## config.mk

```make
export PLATFORM = sky130hd
export DESIGN_NAME = sdicr_top
export DESIGN_NICKNAME = d
export VERILOG_FILES = /design/src/rtl/sdicr_crc.v /design/src/rtl/sdicr_dec.v /design/src/rtl/sdicr_top.v
export VERILOG_INCLUDE_DIRS = /design/src /design/src/common
export SDC_FILE = /design/constraint.sdc
export NUM_CORES = 1
export LEC_CHECK = 0
export BUFFER_PORTS_ARGS = -buffer_cell sky130_fd_sc_hd__buf_4
export CAP_MARGIN = 10
export CORE_MARGIN = 1
export CORE_UTILIZATION = 55
export DETAILED_ROUTE_END_ITERATION = 10
export PLACE_DENSITY = 0.77
export SLEW_MARGIN = 0
export SYNTH_ARGS = -nofsm -noshare
export SYNTH_HDL_FRONTEND = slang
export SYNTH_HIERARCHICAL = 1
export SYNTH_SLANG_ARGS = --single-unit
```

## constraint.sdc

```tcl
create_clock -name core_clk -period 10.2 [get_ports core_clk]
set_input_delay 2.04 -clock core_clk [delete_from_list [all_inputs] [get_ports core_clk]]
set_output_delay 2.04 -clock core_clk [all_outputs]
set_load 0.02 [all_outputs]
```

## src/common/sdicr_regs.vh

```
// Constants of the SDI-12 sensor command responder.
// Assumes a 250 MHz core clock and a one-second tick from the real-time clock.
`ifndef SDICR_REGS_VH
`define SDICR_REGS_VH

// Bus characters
`define SDICR_CH_BANG      8'h21
`define SDICR_CH_QUERY     8'h3F
`define SDICR_CH_CR        8'h0D
`define SDICR_CH_LF        8'h0A
`define SDICR_CH_ZERO      8'h30
// Address after reset until the stored address is taken in
`define SDICR_ADDR_RST     8'h30
// Protocol level reported in the identification reply
`define SDICR_LEVEL_TXT    16'h3134
// Measurement timing and value count
`define SDICR_MEAS_TIME_S  10'h014
`define SDICR_NUM_VALUES   4'h6
`define SDICR_HIST_VALUES  4'h8
`define SDICR_VAL_CHARS    4'h8
// Reading interval settings, in minutes
`define SDICR_IVL_MIN      10'h001
`define SDICR_IVL_MAX      10'h2D0
`define SDICR_IVL_RST      10'h03C
`define SDICR_SCHED_RST    1'b1
`define SDICR_SEC_PER_MIN  16'h003C
// Reply CRC
`define SDICR_CRC_POLY     16'hA001
`define SDICR_CRC_INIT     16'h0000
`define SDICR_CRC_CHAR     8'h40

`endif

```

## src/rtl/sdicr_crc.v

```verilog
// One-byte step of the reflected 16-bit reply checksum.
// Purely combinational; the caller holds the running value.
`timescale 1ns/100ps
`include "sdicr_regs.vh"

module sdicr_crc (
    input  wire [15:0] crc_in,   // Running checksum
    input  wire [7:0]  data_in,  // Byte to fold in
    output reg  [15:0] crc_out   // Checksum after the byte
);
    integer i;

    // Fold the byte in, least significant bit first
    always @* begin
        crc_out = crc_in ^ {8'h00, data_in};
        for (i = 0; i < 8; i = i + 1) begin
            if (crc_out[0]) begin
                crc_out = (crc_out >> 1) ^ `SDICR_CRC_POLY;
            end else begin
                crc_out = crc_out >> 1;
            end
        end
    end
endmodule

```

## src/rtl/sdicr_dec.v

```verilog
// Binary to three ASCII decimal digits, for values up to 999.
// Purely combinational.
`timescale 1ns/100ps
`include "sdicr_regs.vh"

module sdicr_dec (
    input  wire [9:0] bin_in,   // Value to print
    output wire [7:0] hun_ch,   // Hundreds digit
    output wire [7:0] ten_ch,   // Tens digit
    output wire [7:0] one_ch    // Units digit
);
    // Split by constant division
    wire [9:0] hun_w = bin_in / 10'h064;
    wire [9:0] ten_w = (bin_in / 10'h00A) % 10'h00A;
    wire [9:0] one_w = bin_in % 10'h00A;

    assign hun_ch = `SDICR_CH_ZERO + {4'h0, hun_w[3:0]};
    assign ten_ch = `SDICR_CH_ZERO + {4'h0, ten_w[3:0]};
    assign one_ch = `SDICR_CH_ZERO + {4'h0, one_w[3:0]};
endmodule

```

## src/rtl/sdicr_top.v

```verilog
// SDI-12 sensor command responder: parses recorder commands byte by byte
// and streams replies, runs the reading schedule and steers measurements.
// Assumes a physical layer that delivers command bytes and takes reply bytes,
// an external measurement engine, history store, clock and address store.
`timescale 1ns/100ps
`include "sdicr_regs.vh"

module sdicr_top #(
    parameter [63:0]  VENDOR_TXT = "VENDOR01",          // Arbitrary vendor name
    parameter [47:0]  MODEL_TXT  = "MODEL1",            // Arbitrary model name
    parameter [127:0] FW_TXT     = "1.0.0-0-g0000000"   // Arbitrary version text
) (
    input  wire         core_clk,       // 250 MHz clock
    input  wire         rst,            // Synchronous reset, active high
    input  wire         rx_valid,       // Command byte strobe
    input  wire [7:0]   rx_data,        // Command byte
    output wire         tx_valid,       // Reply byte valid
    output wire [7:0]   tx_data,        // Reply byte
    input  wire         tx_ready,       // Physical layer takes reply byte
    input  wire [7:0]   boot_addr,      // Stored address, taken after reset
    output wire         addr_store,     // Pulse: store new address
    output wire [7:0]   cur_addr,       // Address in effect
    input  wire [103:0] serial_txt,     // Serial number, 13 chars, first high
    input  wire [55:0]  rtc_bcd,        // YYYYMMDDhhmmss digits, first high
    input  wire         sec_tick,       // One pulse per second
    output wire         meas_start,     // Pulse: begin a measurement
    input  wire         meas_done,      // Pulse: measurement stored
    output wire         meas_busy,      // Measurement running
    input  wire [3:0]   hist_count,     // Readings held in history
    output wire [3:0]   val_hist,       // History index read, 0 newest
    output wire [2:0]   val_idx,        // Value index read
    output wire [2:0]   val_pos,        // Character index read
    input  wire [7:0]   val_char,       // Character, 0 after end of text
    output wire [9:0]   ivl_min,        // Reading interval in minutes
    output wire         sched_en        // Scheduled readings enabled
);
    // Send states
    localparam [2:0] S_IDLE = 3'h0, S_ADDR = 3'h1, S_BODY = 3'h2, S_CRC = 3'h3,
                     S_CR = 3'h4, S_LF = 3'h5;
    // Reply bodies
    localparam [3:0] J_NONE = 4'h0, J_IDENT = 4'h1, J_MTIME = 4'h2, J_DATA = 4'h3,
                     J_HIST = 4'h4, J_PARM = 4'h5, J_SETV = 4'h6, J_CLOCK = 4'h7,
                     J_FW = 4'h8;

    reg  [2:0]  st_r;
    reg  [3:0]  job_r;
    reg  [6:0]  j_r;
    reg         crc_on_r;
    reg         two_r;
    reg  [3:0]  hist_r;
    reg  [3:0]  pidx_r;
    reg         ssel_r;
    reg  [15:0] crc_r;
    reg  [1:0]  crci_r;
    reg  [7:0]  tx_data_r;
    reg         tx_valid_r;
    reg  [7:0]  addr_r;
    reg         boot_r;
    reg         nv_wr_r;
    reg  [9:0]  ivl_r;
    reg         sched_r;
    reg  [15:0] sec_cnt_r;
    reg  [9:0]  min_cnt_r;
    reg         mstart_r;
    reg         busy_r;
    reg         srq_arm_r;
    reg         srq_pend_r;
    reg         mcrc_r;
    reg  [7:0]  cb [0:7];
    reg  [3:0]  len_r;
    reg  [7:0]  bch;
    reg  [6:0]  blen;
    reg  [9:0]  xval;
    reg         xok;
    integer     k;

    wire        go     = (st_r == S_IDLE) && rx_valid && (rx_data == `SDICR_CH_BANG);
    wire        own    = (len_r != 4'h0) && (cb[0] == addr_r);
    wire        can_ld = !tx_valid_r || tx_ready;
    wire        c3     = (len_r > 4'h3) && (cb[3] == "C");
    wire [3:0]  pp     = c3 ? 4'h4 : 4'h3;
    wire [7:0]  pch    = cb[pp[2:0] + 3'h3];
    wire [7:0]  d2, d1, d0;
    wire [15:0] crc_nx;
    wire [9:0]  dec_in = (job_r != J_SETV) ? `SDICR_MEAS_TIME_S :
                         (ssel_r ? {9'h000, sched_r} : ivl_r);
    wire        nan    = (job_r == J_HIST) && (hist_r >= hist_count);
    wire [3:0]  cki    = (j_r < 7'h04) ? j_r[3:0] : (j_r < 7'h07) ? j_r[3:0] - 4'h1 :
                         (j_r < 7'h0A) ? j_r[3:0] - 4'h2 : (j_r < 7'h0D) ? j_r[3:0] - 4'h3 :
                         (j_r < 7'h10) ? j_r[3:0] - 4'h4 : j_r[3:0] - 4'h5;

    sdicr_dec u_dec (
        .bin_in (dec_in),
        .hun_ch (d2),
        .ten_ch (d1),
        .one_ch (d0)
    );

    sdicr_crc u_crc (
        .crc_in  (crc_r),
        .data_in ((st_r == S_ADDR) ? addr_r : bch),
        .crc_out (crc_nx)
    );

    // Parameter identifiers, padded with zero bytes
    function [31:0] pid_txt;
        input [3:0] i;
        case (i)
            4'h1:    pid_txt = "VBAT";
            4'h2:    pid_txt = "TEMP";
            4'h3:    pid_txt = {"220", 8'h00};
            4'h4:    pid_txt = {"270", 8'h00};
            4'h5:    pid_txt = {"PPM", 8'h00};
            default: pid_txt = "FAIL";
        endcase
    endfunction

    // Parameter units, padded with zero bytes
    function [23:0] punit_txt;
        input [3:0] i;
        case (i)
            4'h1:    punit_txt = {"V", 16'h0000};
            4'h2:    punit_txt = {"C", 16'h0000};
            4'h5:    punit_txt = "ppm";
            default: punit_txt = 24'h000000;
        endcase
    endfunction

    // Text words that the body picks one character from
    wire [15:0] lvl_w  = `SDICR_LEVEL_TXT;
    wire [31:0] pid_w  = pid_txt(pidx_r);
    wire [23:0] unit_w = punit_txt(pidx_r);

    assign tx_valid   = tx_valid_r;
    assign tx_data    = tx_data_r;
    assign addr_store = nv_wr_r;
    assign cur_addr   = addr_r;
    assign meas_start = mstart_r;
    assign meas_busy  = busy_r;
    assign val_hist   = (job_r == J_DATA) ? 4'h0 : hist_r;
    assign val_idx    = j_r[5:3];
    assign val_pos    = j_r[2:0];
    assign ivl_min    = ivl_r;
    assign sched_en   = sched_r;

    // Digits of a written setting, up to three
    always @* begin
        xval = 10'h000;
        xok  = (len_r > 4'h4) && (len_r < 4'h8);
        for (k = 4; k < 7; k = k + 1) begin
            if (k < len_r) begin
                xok  = xok && (cb[k] >= "0") && (cb[k] <= "9");
                xval = xval * 10'h00A + {2'b00, cb[k] - `SDICR_CH_ZERO};
            end
        end
    end

    // Body character at position j_r, zero bytes are skipped
    always @* begin
        bch  = 8'h00;
        blen = 7'h00;
        case (job_r)
            J_IDENT: begin
                blen = 7'h1D;
                if (j_r < 7'h02) begin
                    bch = j_r[0] ? lvl_w[7:0] : lvl_w[15:8];
                end else if (j_r < 7'h0A) begin
                    bch = VENDOR_TXT[8 * (7'h09 - j_r) +: 8];
                end else if (j_r < 7'h10) begin
                    bch = MODEL_TXT[8 * (7'h0F - j_r) +: 8];
                end else begin
                    bch = serial_txt[8 * (7'h1C - j_r) +: 8];
                end
            end
            J_MTIME: begin
                blen = two_r ? 7'h05 : 7'h04;
                case (j_r[2:0])
                    3'h0:    bch = d2;
                    3'h1:    bch = d1;
                    3'h2:    bch = d0;
                    3'h3:    bch = two_r ? `SDICR_CH_ZERO
                                         : `SDICR_CH_ZERO + {4'h0, `SDICR_NUM_VALUES};
                    default: bch = `SDICR_CH_ZERO + {4'h0, `SDICR_NUM_VALUES};
                endcase
            end
            J_DATA, J_HIST: begin
                blen = (job_r == J_DATA) ? {`SDICR_NUM_VALUES, 3'h0}
                                         : {`SDICR_HIST_VALUES, 3'h0};
                if (nan) begin
                    case (j_r[2:0])
                        3'h0:    bch = "+";
                        3'h1:    bch = "N";
                        3'h2:    bch = "a";
                        3'h3:    bch = "N";
                        default: bch = 8'h00;
                    endcase
                end else begin
                    bch = val_char;
                end
            end
            J_PARM: begin
                blen = 7'h0A;
                if (j_r == 7'h00 || j_r == 7'h05) begin
                    bch = ",";
                end else if (j_r < 7'h05) begin
                    bch = pid_w[8 * (7'h04 - j_r) +: 8];
                end else if (j_r < 7'h09) begin
                    bch = unit_w[8 * (7'h08 - j_r) +: 8];
                end else begin
                    bch = ";";
                end
            end
            J_SETV: begin
                blen = ssel_r ? 7'h01 : 7'h03;
                bch  = ssel_r ? d0 : (j_r == 7'h00) ? d2 : (j_r == 7'h01) ? d1 : d0;
            end
            J_CLOCK: begin
                blen = 7'h13;
                if (j_r == 7'h04 || j_r == 7'h07) begin
                    bch = "-";
                end else if (j_r == 7'h0A) begin
                    bch = " ";
                end else if (j_r == 7'h0D || j_r == 7'h10) begin
                    bch = ":";
                end else begin
                    bch = `SDICR_CH_ZERO + {4'h0, rtc_bcd[4 * (13 - cki) +: 4]};
                end
            end
            J_FW: begin
                blen = 7'h10;
                bch  = FW_TXT[8 * (7'h0F - j_r) +: 8];
            end
            default: begin
                blen = 7'h00;
                bch  = 8'h00;
            end
        endcase
    end

    // Command collection up to the terminating character
    always @(posedge core_clk) begin
        if (rst) begin
            len_r <= 4'h0;
        end else if (st_r != S_IDLE || go) begin
            len_r <= 4'h0;
        end else if (rx_valid) begin
            if (len_r < 4'h8) begin
                cb[len_r[2:0]] <= rx_data;
            end
            if (len_r != 4'hF) begin
                len_r <= len_r + 4'h1;
            end
        end
    end

    // Decode, schedule, measurement control and reply streaming
    always @(posedge core_clk) begin
        if (rst) begin
            st_r       <= S_IDLE;
            job_r      <= J_NONE;
            j_r        <= 7'h00;
            crc_on_r   <= 1'b0;
            two_r      <= 1'b0;
            hist_r     <= 4'h0;
            pidx_r     <= 4'h0;
            ssel_r     <= 1'b0;
            crc_r      <= `SDICR_CRC_INIT;
            crci_r     <= 2'h0;
            tx_data_r  <= 8'h00;
            tx_valid_r <= 1'b0;
            addr_r     <= `SDICR_ADDR_RST;
            boot_r     <= 1'b0;
            nv_wr_r    <= 1'b0;
            ivl_r      <= `SDICR_IVL_RST;
            sched_r    <= `SDICR_SCHED_RST;
            sec_cnt_r  <= 16'h0000;
            min_cnt_r  <= 10'h000;
            mstart_r   <= 1'b0;
            busy_r     <= 1'b0;
            srq_arm_r  <= 1'b0;
            srq_pend_r <= 1'b0;
            mcrc_r     <= 1'b0;
        end else begin
            nv_wr_r  <= 1'b0;
            mstart_r <= 1'b0;
            if (!boot_r) begin
                addr_r <= boot_addr;
                boot_r <= 1'b1;
            end
            // Reading schedule counted in seconds
            if (sched_r && sec_tick) begin
                if (sec_cnt_r >= {6'h00, ivl_r} * `SDICR_SEC_PER_MIN - 16'h0001) begin
                    sec_cnt_r <= 16'h0000;
                    if (!busy_r) begin
                        mstart_r <= 1'b1;
                        busy_r   <= 1'b1;
                    end
                end else begin
                    sec_cnt_r <= sec_cnt_r + 16'h0001;
                end
            end
            if (busy_r && meas_done) begin
                busy_r <= 1'b0;
                if (srq_arm_r) begin
                    srq_pend_r <= 1'b1;
                    srq_arm_r  <= 1'b0;
                end
            end
            if (tx_valid_r && tx_ready) begin
                tx_valid_r <= 1'b0;
            end
            case (st_r)
                S_IDLE: begin
                    crc_r    <= `SDICR_CRC_INIT;
                    j_r      <= 7'h00;
                    crc_on_r <= 1'b0;
                    job_r    <= J_NONE;
                    if (go && len_r == 4'h1 && cb[0] == `SDICR_CH_QUERY) begin
                        st_r <= S_ADDR;
                    end else if (go && own && len_r < 4'h9) begin
                        st_r <= S_ADDR;
                        if (cb[1] == "I" && len_r == 4'h2) begin
                            job_r <= J_IDENT;
                        end else if (cb[1] == "A" && len_r == 4'h3) begin
                            addr_r  <= cb[2];
                            nv_wr_r <= 1'b1;
                        end else if ((cb[1] == "M" || cb[1] == "C") &&
                                     (len_r == 4'h2 || (len_r == 4'h3 && cb[2] == "C"))) begin
                            job_r     <= J_MTIME;
                            two_r     <= (cb[1] == "C");
                            mcrc_r    <= (len_r == 4'h3);
                            srq_arm_r <= (cb[1] == "M");
                            mstart_r  <= 1'b1;
                            busy_r    <= 1'b1;
                        end else if (cb[1] == "D" && len_r == 4'h3) begin
                            job_r    <= (cb[2] == "0") ? J_DATA : J_NONE;
                            crc_on_r <= mcrc_r;
                        end else if (cb[1] == "R" && (len_r == 4'h3 ||
                                     (len_r == 4'h4 && cb[2] == "C"))) begin
                            job_r    <= J_HIST;
                            crc_on_r <= (len_r == 4'h4);
                            hist_r   <= (len_r == 4'h4) ? cb[3][3:0] : cb[2][3:0];
                        end else if (cb[1] == "I" && (cb[2] == "M" || cb[2] == "C")) begin
                            two_r <= (cb[2] == "C");
                            if (len_r == pp) begin
                                job_r <= J_MTIME;
                            end else if (len_r == pp + 4'h4 && cb[pp[2:0]] == "_" &&
                                         pch >= "1" && pch <= "6") begin
                                job_r    <= J_PARM;
                                crc_on_r <= c3;
                                pidx_r   <= pch[3:0];
                            end
                        end else if (cb[1] == "X" && cb[2] == "G" && len_r == 4'h4) begin
                            job_r  <= (cb[3] == "r" || cb[3] == "u") ? J_SETV : J_NONE;
                            ssel_r <= (cb[3] == "u");
                        end else if (cb[1] == "X" && cb[2] == "S" &&
                                     (cb[3] == "r" || cb[3] == "u")) begin
                            job_r  <= J_SETV;
                            ssel_r <= (cb[3] == "u");
                            if (xok && cb[3] == "r" && xval >= `SDICR_IVL_MIN &&
                                xval <= `SDICR_IVL_MAX) begin
                                ivl_r     <= xval;
                                sec_cnt_r <= 16'h0000;
                            end
                            if (xok && cb[3] == "u" && xval < 10'h002) begin
                                sched_r <= xval[0];
                            end
                        end else if (cb[1] == "X" && len_r == 4'h3) begin
                            job_r <= (cb[2] == "c") ? J_CLOCK :
                                     (cb[2] == "v") ? J_FW : J_NONE;
                        end
                    end else if (srq_pend_r && !go) begin
                        // A request landing in this cycle stays pending
                        srq_pend_r <= busy_r && meas_done && srq_arm_r;
                        st_r       <= S_ADDR;
                    end
                end
                S_ADDR: begin
                    if (can_ld) begin
                        tx_data_r  <= addr_r;
                        tx_valid_r <= 1'b1;
                        crc_r      <= crc_nx;
                        st_r       <= S_BODY;
                    end
                end
                S_BODY: begin
                    if (can_ld) begin
                        if (j_r >= blen) begin
                            st_r   <= crc_on_r ? S_CRC : S_CR;
                            crci_r <= 2'h0;
                        end else begin
                            j_r <= j_r + 7'h01;
                            if (bch != 8'h00) begin
                                tx_data_r  <= bch;
                                tx_valid_r <= 1'b1;
                                crc_r      <= crc_nx;
                            end
                        end
                    end
                end
                S_CRC: begin
                    if (can_ld) begin
                        tx_valid_r <= 1'b1;
                        crci_r     <= crci_r + 2'h1;
                        case (crci_r)
                            2'h0:    tx_data_r <= `SDICR_CRC_CHAR | {4'h0, crc_r[15:12]};
                            2'h1:    tx_data_r <= `SDICR_CRC_CHAR | {2'h0, crc_r[11:6]};
                            default: tx_data_r <= `SDICR_CRC_CHAR | {2'h0, crc_r[5:0]};
                        endcase
                        if (crci_r == 2'h2) begin
                            st_r <= S_CR;
                        end
                    end
                end
                S_CR: begin
                    if (can_ld) begin
                        tx_data_r  <= `SDICR_CH_CR;
                        tx_valid_r <= 1'b1;
                        st_r       <= S_LF;
                    end
                end
                S_LF: begin
                    if (can_ld) begin
                        tx_data_r  <= `SDICR_CH_LF;
                        tx_valid_r <= 1'b1;
                        st_r       <= S_IDLE;
                    end
                end
                default: begin
                    st_r <= S_IDLE;
                end
            endcase
        end
    end
endmodule

```

# ---- Word-level counts from Yosys, hierarchy flattened
# Memory sizes are Yosys's and may differ from the RTL's.
# Index checks and enable logic that the tools add are counted.
dict set report word_totals {
  n_memories 1
  mem_bits_rw 64
  latch_bits 0
  word_cells 450
  output_inout_bits 41
  mem_bits_ro 0
  input_bits 194
  reg_bits 98
}
dict set report op_classes {
  add_sub_neg 27
  n_eq_ne 71
  div 4
  bitwise 20
  muxes 179
  mul 3
  reduce_logical 85
  n_shift 7
  magnitude_cmp 29
}
# name words word_bits rd rd_clocked_by_memory_dff write_ports line
set mem_list {}
lappend mem_list {cb 8 8 9 0 1 sdicr_top.v:69} ;# reg [7:0] cb [0:7];
# op n
set op_table {}
lappend op_table {{$mux W16} 26}
lappend op_table {{$mux W8} 25}
lappend op_table {{$pmux W31 S5} 1}
lappend op_table {{$eq A8 B7 Y1 const B} 17}
lappend op_table {{$shiftx A128 B33 Y8 const A} 1}
lappend op_table {{$shiftx A104 B33 Y8} 1}
lappend op_table {{$mux W4} 20}
lappend op_table {{$pmux W23 S3} 1}
lappend op_table {{$shiftx A64 B33 Y8 const A} 1}
lappend op_table {{$mux W1} 63}
lappend op_table {{$pmux W8 S7} 1}
lappend op_table {{$shiftx A56 B33 Y4} 1}
lappend op_table {{$mux W3} 17}
lappend op_table {{$pmux W7 S7} 1}
lappend op_table {{$pmux W16 S3} 1}
lappend op_table {{$shiftx A48 B33 Y8 const A} 1}
lappend op_table {{$logic_and A1 B1 Y1} 42}
lappend op_table {{$mux W7} 6}
lappend op_table {{$mux W10} 4}
lappend op_table {{$pmux W8 S5} 1}
lappend op_table {{$shiftx A24 B33 Y8} 1}
lappend op_table {{$shiftx A32 B33 Y8} 1}
lappend op_table {{$ge A8 B6 Y1 const B} 4}
lappend op_table {{$le A8 B6 Y1 const B} 4}
lappend op_table {{other kinds (90)} 184}

# ---- Logic depth before layout (Yosys ltp)
dict set report depth {
  word_depth 35
  depth_mapped 42
  ltp_nobuf 38
}

# ---- By module
# Netlist, hierarchy kept.
# module seq_area_each_um2 area_per_inst_um2 n_inst cells_per_inst
set by_module_without_submodules {}
lappend by_module_without_submodules {sdicr_top 3883.7 15189.6 1 1809}
lappend by_module_without_submodules {sdicr_dec 0.0 2427.3 1 364}
lappend by_module_without_submodules {sdicr_crc 0.0 284.0 1 29}

# ---- Worst setup path before layout
# Ideal clock, no wire load.
dict set report synth_path {
  kind {register to register}
  from {reg job_r[1]}
  to {reg crc_r[0]}
  period_less_slack_ns 8.176
  path_stages_with_launch 37
  path_buffers 3
  arrival_ns 8.054
  required_ns 10.079
  setup_time_ns 0.121
  path_slack_ns 2.024
  cell_sequence {dfxtp_1 > clkbuf_1 > nor4bb_1 > nor2b_1 > and2_1 > buf_6 > and4bb_1 > a31oi_1 > o221ai_4 > nor2_2 > a221oi_2 > o22ai_2 > a2111o_1 > nand3_1 > nand2_1 > ha_1 > buf_1 > or4_1 > o311ai_2 > a31oi_1 > nand2_2 > mux2i_2 > o211ai_2 > mux2i_1 > a22oi_1 > a21oi_1 > a211o_1 > a2111o_1 > a221oi_1 > o41ai_1 > mux2_2 > xnor2_1 > xor2_1 > xnor2_1 > xnor3_1 > nand2_1 > mux2i_1}
}
dict set report synth_via {
  elab_chain_cells 24
  word_cells_on_any_way 54
  classes_between {3 x add/sub; 4 x div; 1 x order compare; 11 x eq/ne; 23 x mux; 8 x bitwise; 4 x reduce/logical}
}
# element line
set synth_lines {}
lappend synth_lines {{from (decl)} sdicr_top.v:46} ;# reg [3:0] job_r;
lappend synth_lines {{from (signal assigned)} sdicr_top.v:336} ;# job_r <= (cb[2] == "0") ? J_DATA : J_NONE;
lappend synth_lines {{from (signal assigned)} sdicr_top.v:354} ;# job_r <= (cb[3] == "r" || cb[3] == "u") ? J_SETV : J_NONE;
lappend synth_lines {{from (signal assigned)} sdicr_top.v:369} ;# job_r <= (cb[2] == "c") ? J_CLOCK :
lappend synth_lines {{$ne A4 B3 Y1 (*)} sdicr_top.v:85} ;# wire [9:0] dec_in = (job_r != J_SETV) ? `SDICR_MEAS_TIME_S :
lappend synth_lines {{$mux W10 (*)} sdicr_top.v:85}
lappend synth_lines {{named net dec_in[9]} sdicr_top.v:85}
lappend synth_lines {{$div A10 B4 Y10 (*)} sdicr_dec.v:14} ;# wire [9:0] ten_w = (bin_in / 10'h00A) % 10'h00A;
lappend synth_lines {{$mod A10 B4 Y10 (*)} sdicr_dec.v:14}
lappend synth_lines {{$add A6 B4 Y7 (no source line) (*)} --}
lappend synth_lines {{named net d1[2]} sdicr_top.v:83} ;# wire [7:0] d2, d1, d0;
lappend synth_lines {{$mux W8 (3 in series)} sdicr_top.v:215} ;# bch = ssel_r ? d0 : (j_r == 7'h00) ? d2 : (j_r == 7'h01) ? d1 : d0;
lappend synth_lines {{(+3 left out)} --}
lappend synth_lines {{$mux W16 (*)} sdicr_crc.v:17} ;# if (crc_out[0]) begin
lappend synth_lines {{$not A2 Y3 (no source line)} --}
lappend synth_lines {{$mux W16 (*) (7 in series)} sdicr_crc.v:17}
lappend synth_lines {{named net crc_nx[0]} sdicr_top.v:84} ;# wire [15:0] crc_nx;
lappend synth_lines {{$mux W16} sdicr_top.v:393} ;# if (bch != 8'h00) begin
lappend synth_lines {{$mux W16} sdicr_top.v:388} ;# if (j_r >= blen) begin
lappend synth_lines {{$mux W16} sdicr_top.v:387} ;# if (can_ld) begin
lappend synth_lines {{$pmux W16 S3 (*)} sdicr_top.v:312} ;# case (st_r)
lappend synth_lines {{to (signal assigned)} sdicr_top.v:314} ;# crc_r <= `SDICR_CRC_INIT;
lappend synth_lines {{to (signal assigned)} sdicr_top.v:382} ;# crc_r <= crc_nx;
lappend synth_lines {{to (signal assigned)} sdicr_top.v:396} ;# crc_r <= crc_nx;
lappend synth_lines {{to (decl)} sdicr_top.v:53} ;# reg [15:0] crc_r;
# The timed path passes the listed nets; every way through them passes the cells marked *. The select of a mux whose other input is x is not followed.
# A chain may end at the register's enable or synchronous reset.

# ---- Final worst setup path
dict set report layout_path {
  from {reg job_r[1]}
  to {reg crc_r[0]}
}
dict set report layout_via {
  elab_chain_cells 24
  word_cells_on_any_way 54
  classes_between {3 x add/sub; 4 x div; 1 x order compare; 11 x eq/ne; 23 x mux; 8 x bitwise; 4 x reduce/logical}
}
# element line
set layout_lines {}
lappend layout_lines {{$ne A4 B3 Y1 (*)} sdicr_top.v:85}
lappend layout_lines {{$mux W10 (*)} sdicr_top.v:85}
lappend layout_lines {{named net dec_in[6]} sdicr_top.v:85}
lappend layout_lines {{$div A10 B4 Y10 (*)} sdicr_dec.v:14}
lappend layout_lines {{$mod A10 B4 Y10 (*)} sdicr_dec.v:14}
lappend layout_lines {{$add A6 B4 Y7 (no source line) (*)} --}
lappend layout_lines {{named net d1[3]} sdicr_top.v:83}
lappend layout_lines {{$mux W8 (3 in series)} sdicr_top.v:215}
lappend layout_lines {{(+3 left out)} --}
lappend layout_lines {{$mux W16 (*) (2 in series)} sdicr_crc.v:17}
lappend layout_lines {{$not A2 Y3 (no source line)} --}
lappend layout_lines {{$mux W16 (*) (6 in series)} sdicr_crc.v:17}
lappend layout_lines {{named net crc_nx[0]} sdicr_top.v:84}
lappend layout_lines {{$mux W16} sdicr_top.v:393}
lappend layout_lines {{$mux W16} sdicr_top.v:388}
lappend layout_lines {{$mux W16} sdicr_top.v:387}
lappend layout_lines {{$pmux W16 S3 (*)} sdicr_top.v:312}
# Marks and branches as above.

==> results.tsv <==
metric	value	unit
final HPWL from detailed placement	42100	um
total met3 wirelength after detailed routing	3890	um
post-detailed-route via-to-cell ratio	6.36	
H-tree depth	4	
Max stage delay cell, worst path	a2111oi_0	
outcome	completed	
# resized after CTS	0	
detailed-route wire length	55200	um
detailed-route wire length per cell	19.8	um
Clock power frac	27.9	%
Avg Inst Size Synth	8.13	um^2
class of the most critical hold timing path	register to register	
filler cell count in the final layout	2737	
uppermost routed layer	met4	
Max Root-Sink Buffers	2	
number of ports placed on the die boundary	235	
CTS tree	yes	
cell-internal power	1440	uW
maximum capacitance violations	0	
die boundary width	182	um
setup bufs post-CTS	0	
weighted congestion at the end of routability-driven global placement	1.00	
Cell Area, Placed	19600	um^2
Least-Margin Pin Slew	1090	ps
cts bufs inserted	17	
Max Clk Rate	0.106	GHz
setup TNS	0	ps
largest net degree at the start of global routing	53	
Layout area overhead	12.9	%
required arrival time at the worst endpoint	10490	ps
power density over the cells	111	nW/um^2
Root Buffer	clkbuf_16	
first-pass GRT wire length	87800	um
Die Span Y	182	um
count of flip-flops with a built-in enable after synthesis	64	
minimum clock period	9440	ps
Non-Filler Instances	2780	
setup repair after global routing missed its margin	no	
total length of routed met2 wires	25500	um
Seq cells post-synth	162	
via count	17700	
CTS Hold Buffers Added	0	
maximum VDD drop	0.000184	V
antenna violations before repair	0	
Worst setup SP type	register	
peak per-stage delay on the critical path	600	ps
sequential share of power	35.2	%
insertion delay of the later-clocked pin in the worst-skew pair	440	ps
maximum fanout encountered on the critical timing path	18	
clock slew at the register clock pins of the worst setup and hold paths	60	ps
number of input and output port buffers inserted	234	
proportion of layout cells with a drive suffix above 1	16.8	%
number of DRC violations after detailed routing	0	
number of global-route vias before repair	16700	
Antenna Cells	0	
number of warnings issued by yosys	6	
number of nets in the layout	2663	
worst setup path class	register to register	
Placed Instances	2748	
Clock Sink Count	162	
instance count of the mapped netlist	2202	
switching part of the total power	35.8	%
asr flop ratio synth	0	%
cell area after synthesis	17900	um^2
Max-slew headroom	26.9	%
Core Rows	65	
LEAKAGE	0.00833	uW
Floorplan Core Area	31800	um^2
Setup violations, final	0	
worst clock skew	10.4	ps
global-route usage over all layers	32.7	%
Final Hold Viols	0	
Die ar.	33300	um^2
endpoint class of the critical path	register	
final std cell area, no fill	20200	um^2
proportion of power drawn by combinational gates	36.9	%
First DRT Iteration DRCs	1773	
critical path arrival	9730	ps
net switching power	804	uW
met1 layer wirelength in the final routing	24500	um
Final ANT Viol Nets	0	
effective utilization at floorplan	56.3	%
sequential-to-total area share from yosys stat	21.7	%
leading register cell type out of synthesis	dfxtp_1	
total grt overflow	0	
count of cell types in the netlist	121	
total iterations of the first detailed-routing run	6	
period utilization	92.5	%
fin. max-slew vios	0	
cell with the most instances on the worst path	nand2_1	
[cell usage after synthesis, drive strengths merged (12+ instances only)]
cell type	count	area, um^2
a211oi	56	435
a21o	41	308
a21oi	130	666
a22oi	24	194
a311oi	16	164
a31oi	24	150
and2	27	169
and3	21	131
buf	85	538
clkbuf	75	282
dfxtp	98	1960
edfxtp	64	1920
fa	21	420
ha	116	1450
inv	75	284
mux2	24	278
mux2i	85	855
mux4	20	450
nand2	222	841
nand2b	34	213
nand3	65	325
nand4	28	175
nor2	206	783
nor2b	31	201
nor3	52	277
nor3b	12	95.1
nor4	15	93.8
nor4b	14	123
o211ai	23	188
o21a	13	97.6
o21ai	119	603
o22ai	15	100
o31ai	18	154
or3	13	81.3
or4	16	120
xnor2	71	644
xor2	45	394
[cell type report]
type / count / area [um^2] / share of cell area, %
repair buffers: 261 / 1960 / 9.70
multi-input cells: 1812 / 12900 / 64.1
clock buffers: 20 / 437 / 2.16
well taps: 435 / 544 / 2.69
inverters: 78 / 295 / 1.46
clock inverters: 12 / 134 / 0.663
flip-flops and latches: 162 / 3890 / 19.2
[final timing paths]
check        slack [ps]          to  depth (start not counted)       start
max                 760    crc_r[0]                         38    job_r[1]
min reg2reg         470  tx_data[3]                          2  tx_data[3]
max reg2reg         760    crc_r[0]                         38    job_r[1]
min                 470  tx_data[3]                          2  tx_data[3]
[logic make-up after synthesis]
group / after synthesis / share of synthesized area (%)
simple gates: 806 / 22.7
xor+xnor: 117 / 5.93
compound gates: 609 / 24.0
buf+inv: 238 / 6.23
flops: 162 / 21.7
mux: 129 / 8.84
other cells: 2 / 0.0420
fa+ha+maj: 139 / 10.6
[routing by layer]
metal  global-route usage, %  vias up
met5                       0        -
met4                    9.34        0
met3                    4.27       94
met2                    53.6      758
met1                    45.0     8394
li1                        -     8426
[critical path: cells and delay by family (launching register included)]
family / cells / cell delay, ps
AOI/OAI and AO/OA: 14 / 3720
DFF: 1 / 500
buffers and inverters: 2 / 320
adders and majority gates: 2 / 480
muxes: 2 / 460
and+or+nand+nor: 14 / 2720
xor gates and xnor gates: 4 / 1100
[registers in the layout, indices dropped and copies added (netlist names), 2 cells and up]
name,count
sec_cnt_r,16
hist_r,4
ivl_min,10
cb,64
j_r,7
job_r,4
tx_data,8
cur_addr,8
len_r,4
st_r,3
crci_r,2
crc_r,16
pidx_r,4
[through the flow]
stage | hold slack (ps) | setup slack, ps | utilization [%] | total power (uW)
floorplan | 448 | 2020 | - | 1400
global placement | 457 | 1210 | 61.7 | 1600
detailed placement | 460 | 1000 | 61.7 | 1610
global route | 497 | 54.8 | 63.5 | 2350
finish | 469 | 761 | 63.5 | 2240
CTS | 469 | 992 | 63.5 | 2240
[placed cells by master (no fill, tap or decap), drive strengths merged, types with 15 or more instances in the layout]
| master | count |
|---|---|
| o31ai | 18 |
| xnor2 | 71 |
| mux2 | 24 |
| nand3 | 65 |
| xor2 | 45 |
| a21oi | 130 |
| a22oi | 24 |
| nor2b | 31 |
| dfxtp | 98 |
| buf | 261 |
| a31oi | 24 |
| fa | 21 |
| o22ai | 15 |
| nand2b | 34 |
| clkbuf | 20 |
| a21o | 41 |
| or4 | 16 |
| nand2 | 222 |
| ha | 116 |
| inv | 77 |
| nor4 | 15 |
| mux2i | 85 |
| edfxtp | 64 |
| a311oi | 16 |
| o21ai | 119 |
| and2 | 27 |
| mux4 | 20 |
| and3 | 21 |
| nor2 | 206 |
| o211ai | 23 |
| nand4 | 28 |
| a211oi | 56 |
| nor3 | 52 |
[power groups by stage]
| stage | clock network [uW] | registers [uW] | logic, uW |
|---|---|---|---|
| 2_1_floorplan | 0 | 776 | 620 |
| 3_3_place_gp | 0 | 798 | 799 |
| 3_5_place_dp | 0 | 800 | 812 |
| 4_1_cts | 630 | 787 | 818 |
| 5_1_grt | 657 | 797 | 894 |
| 6_report | 626 | 789 | 828 |
No activity file was read; power rests on OpenSTA's default activity.
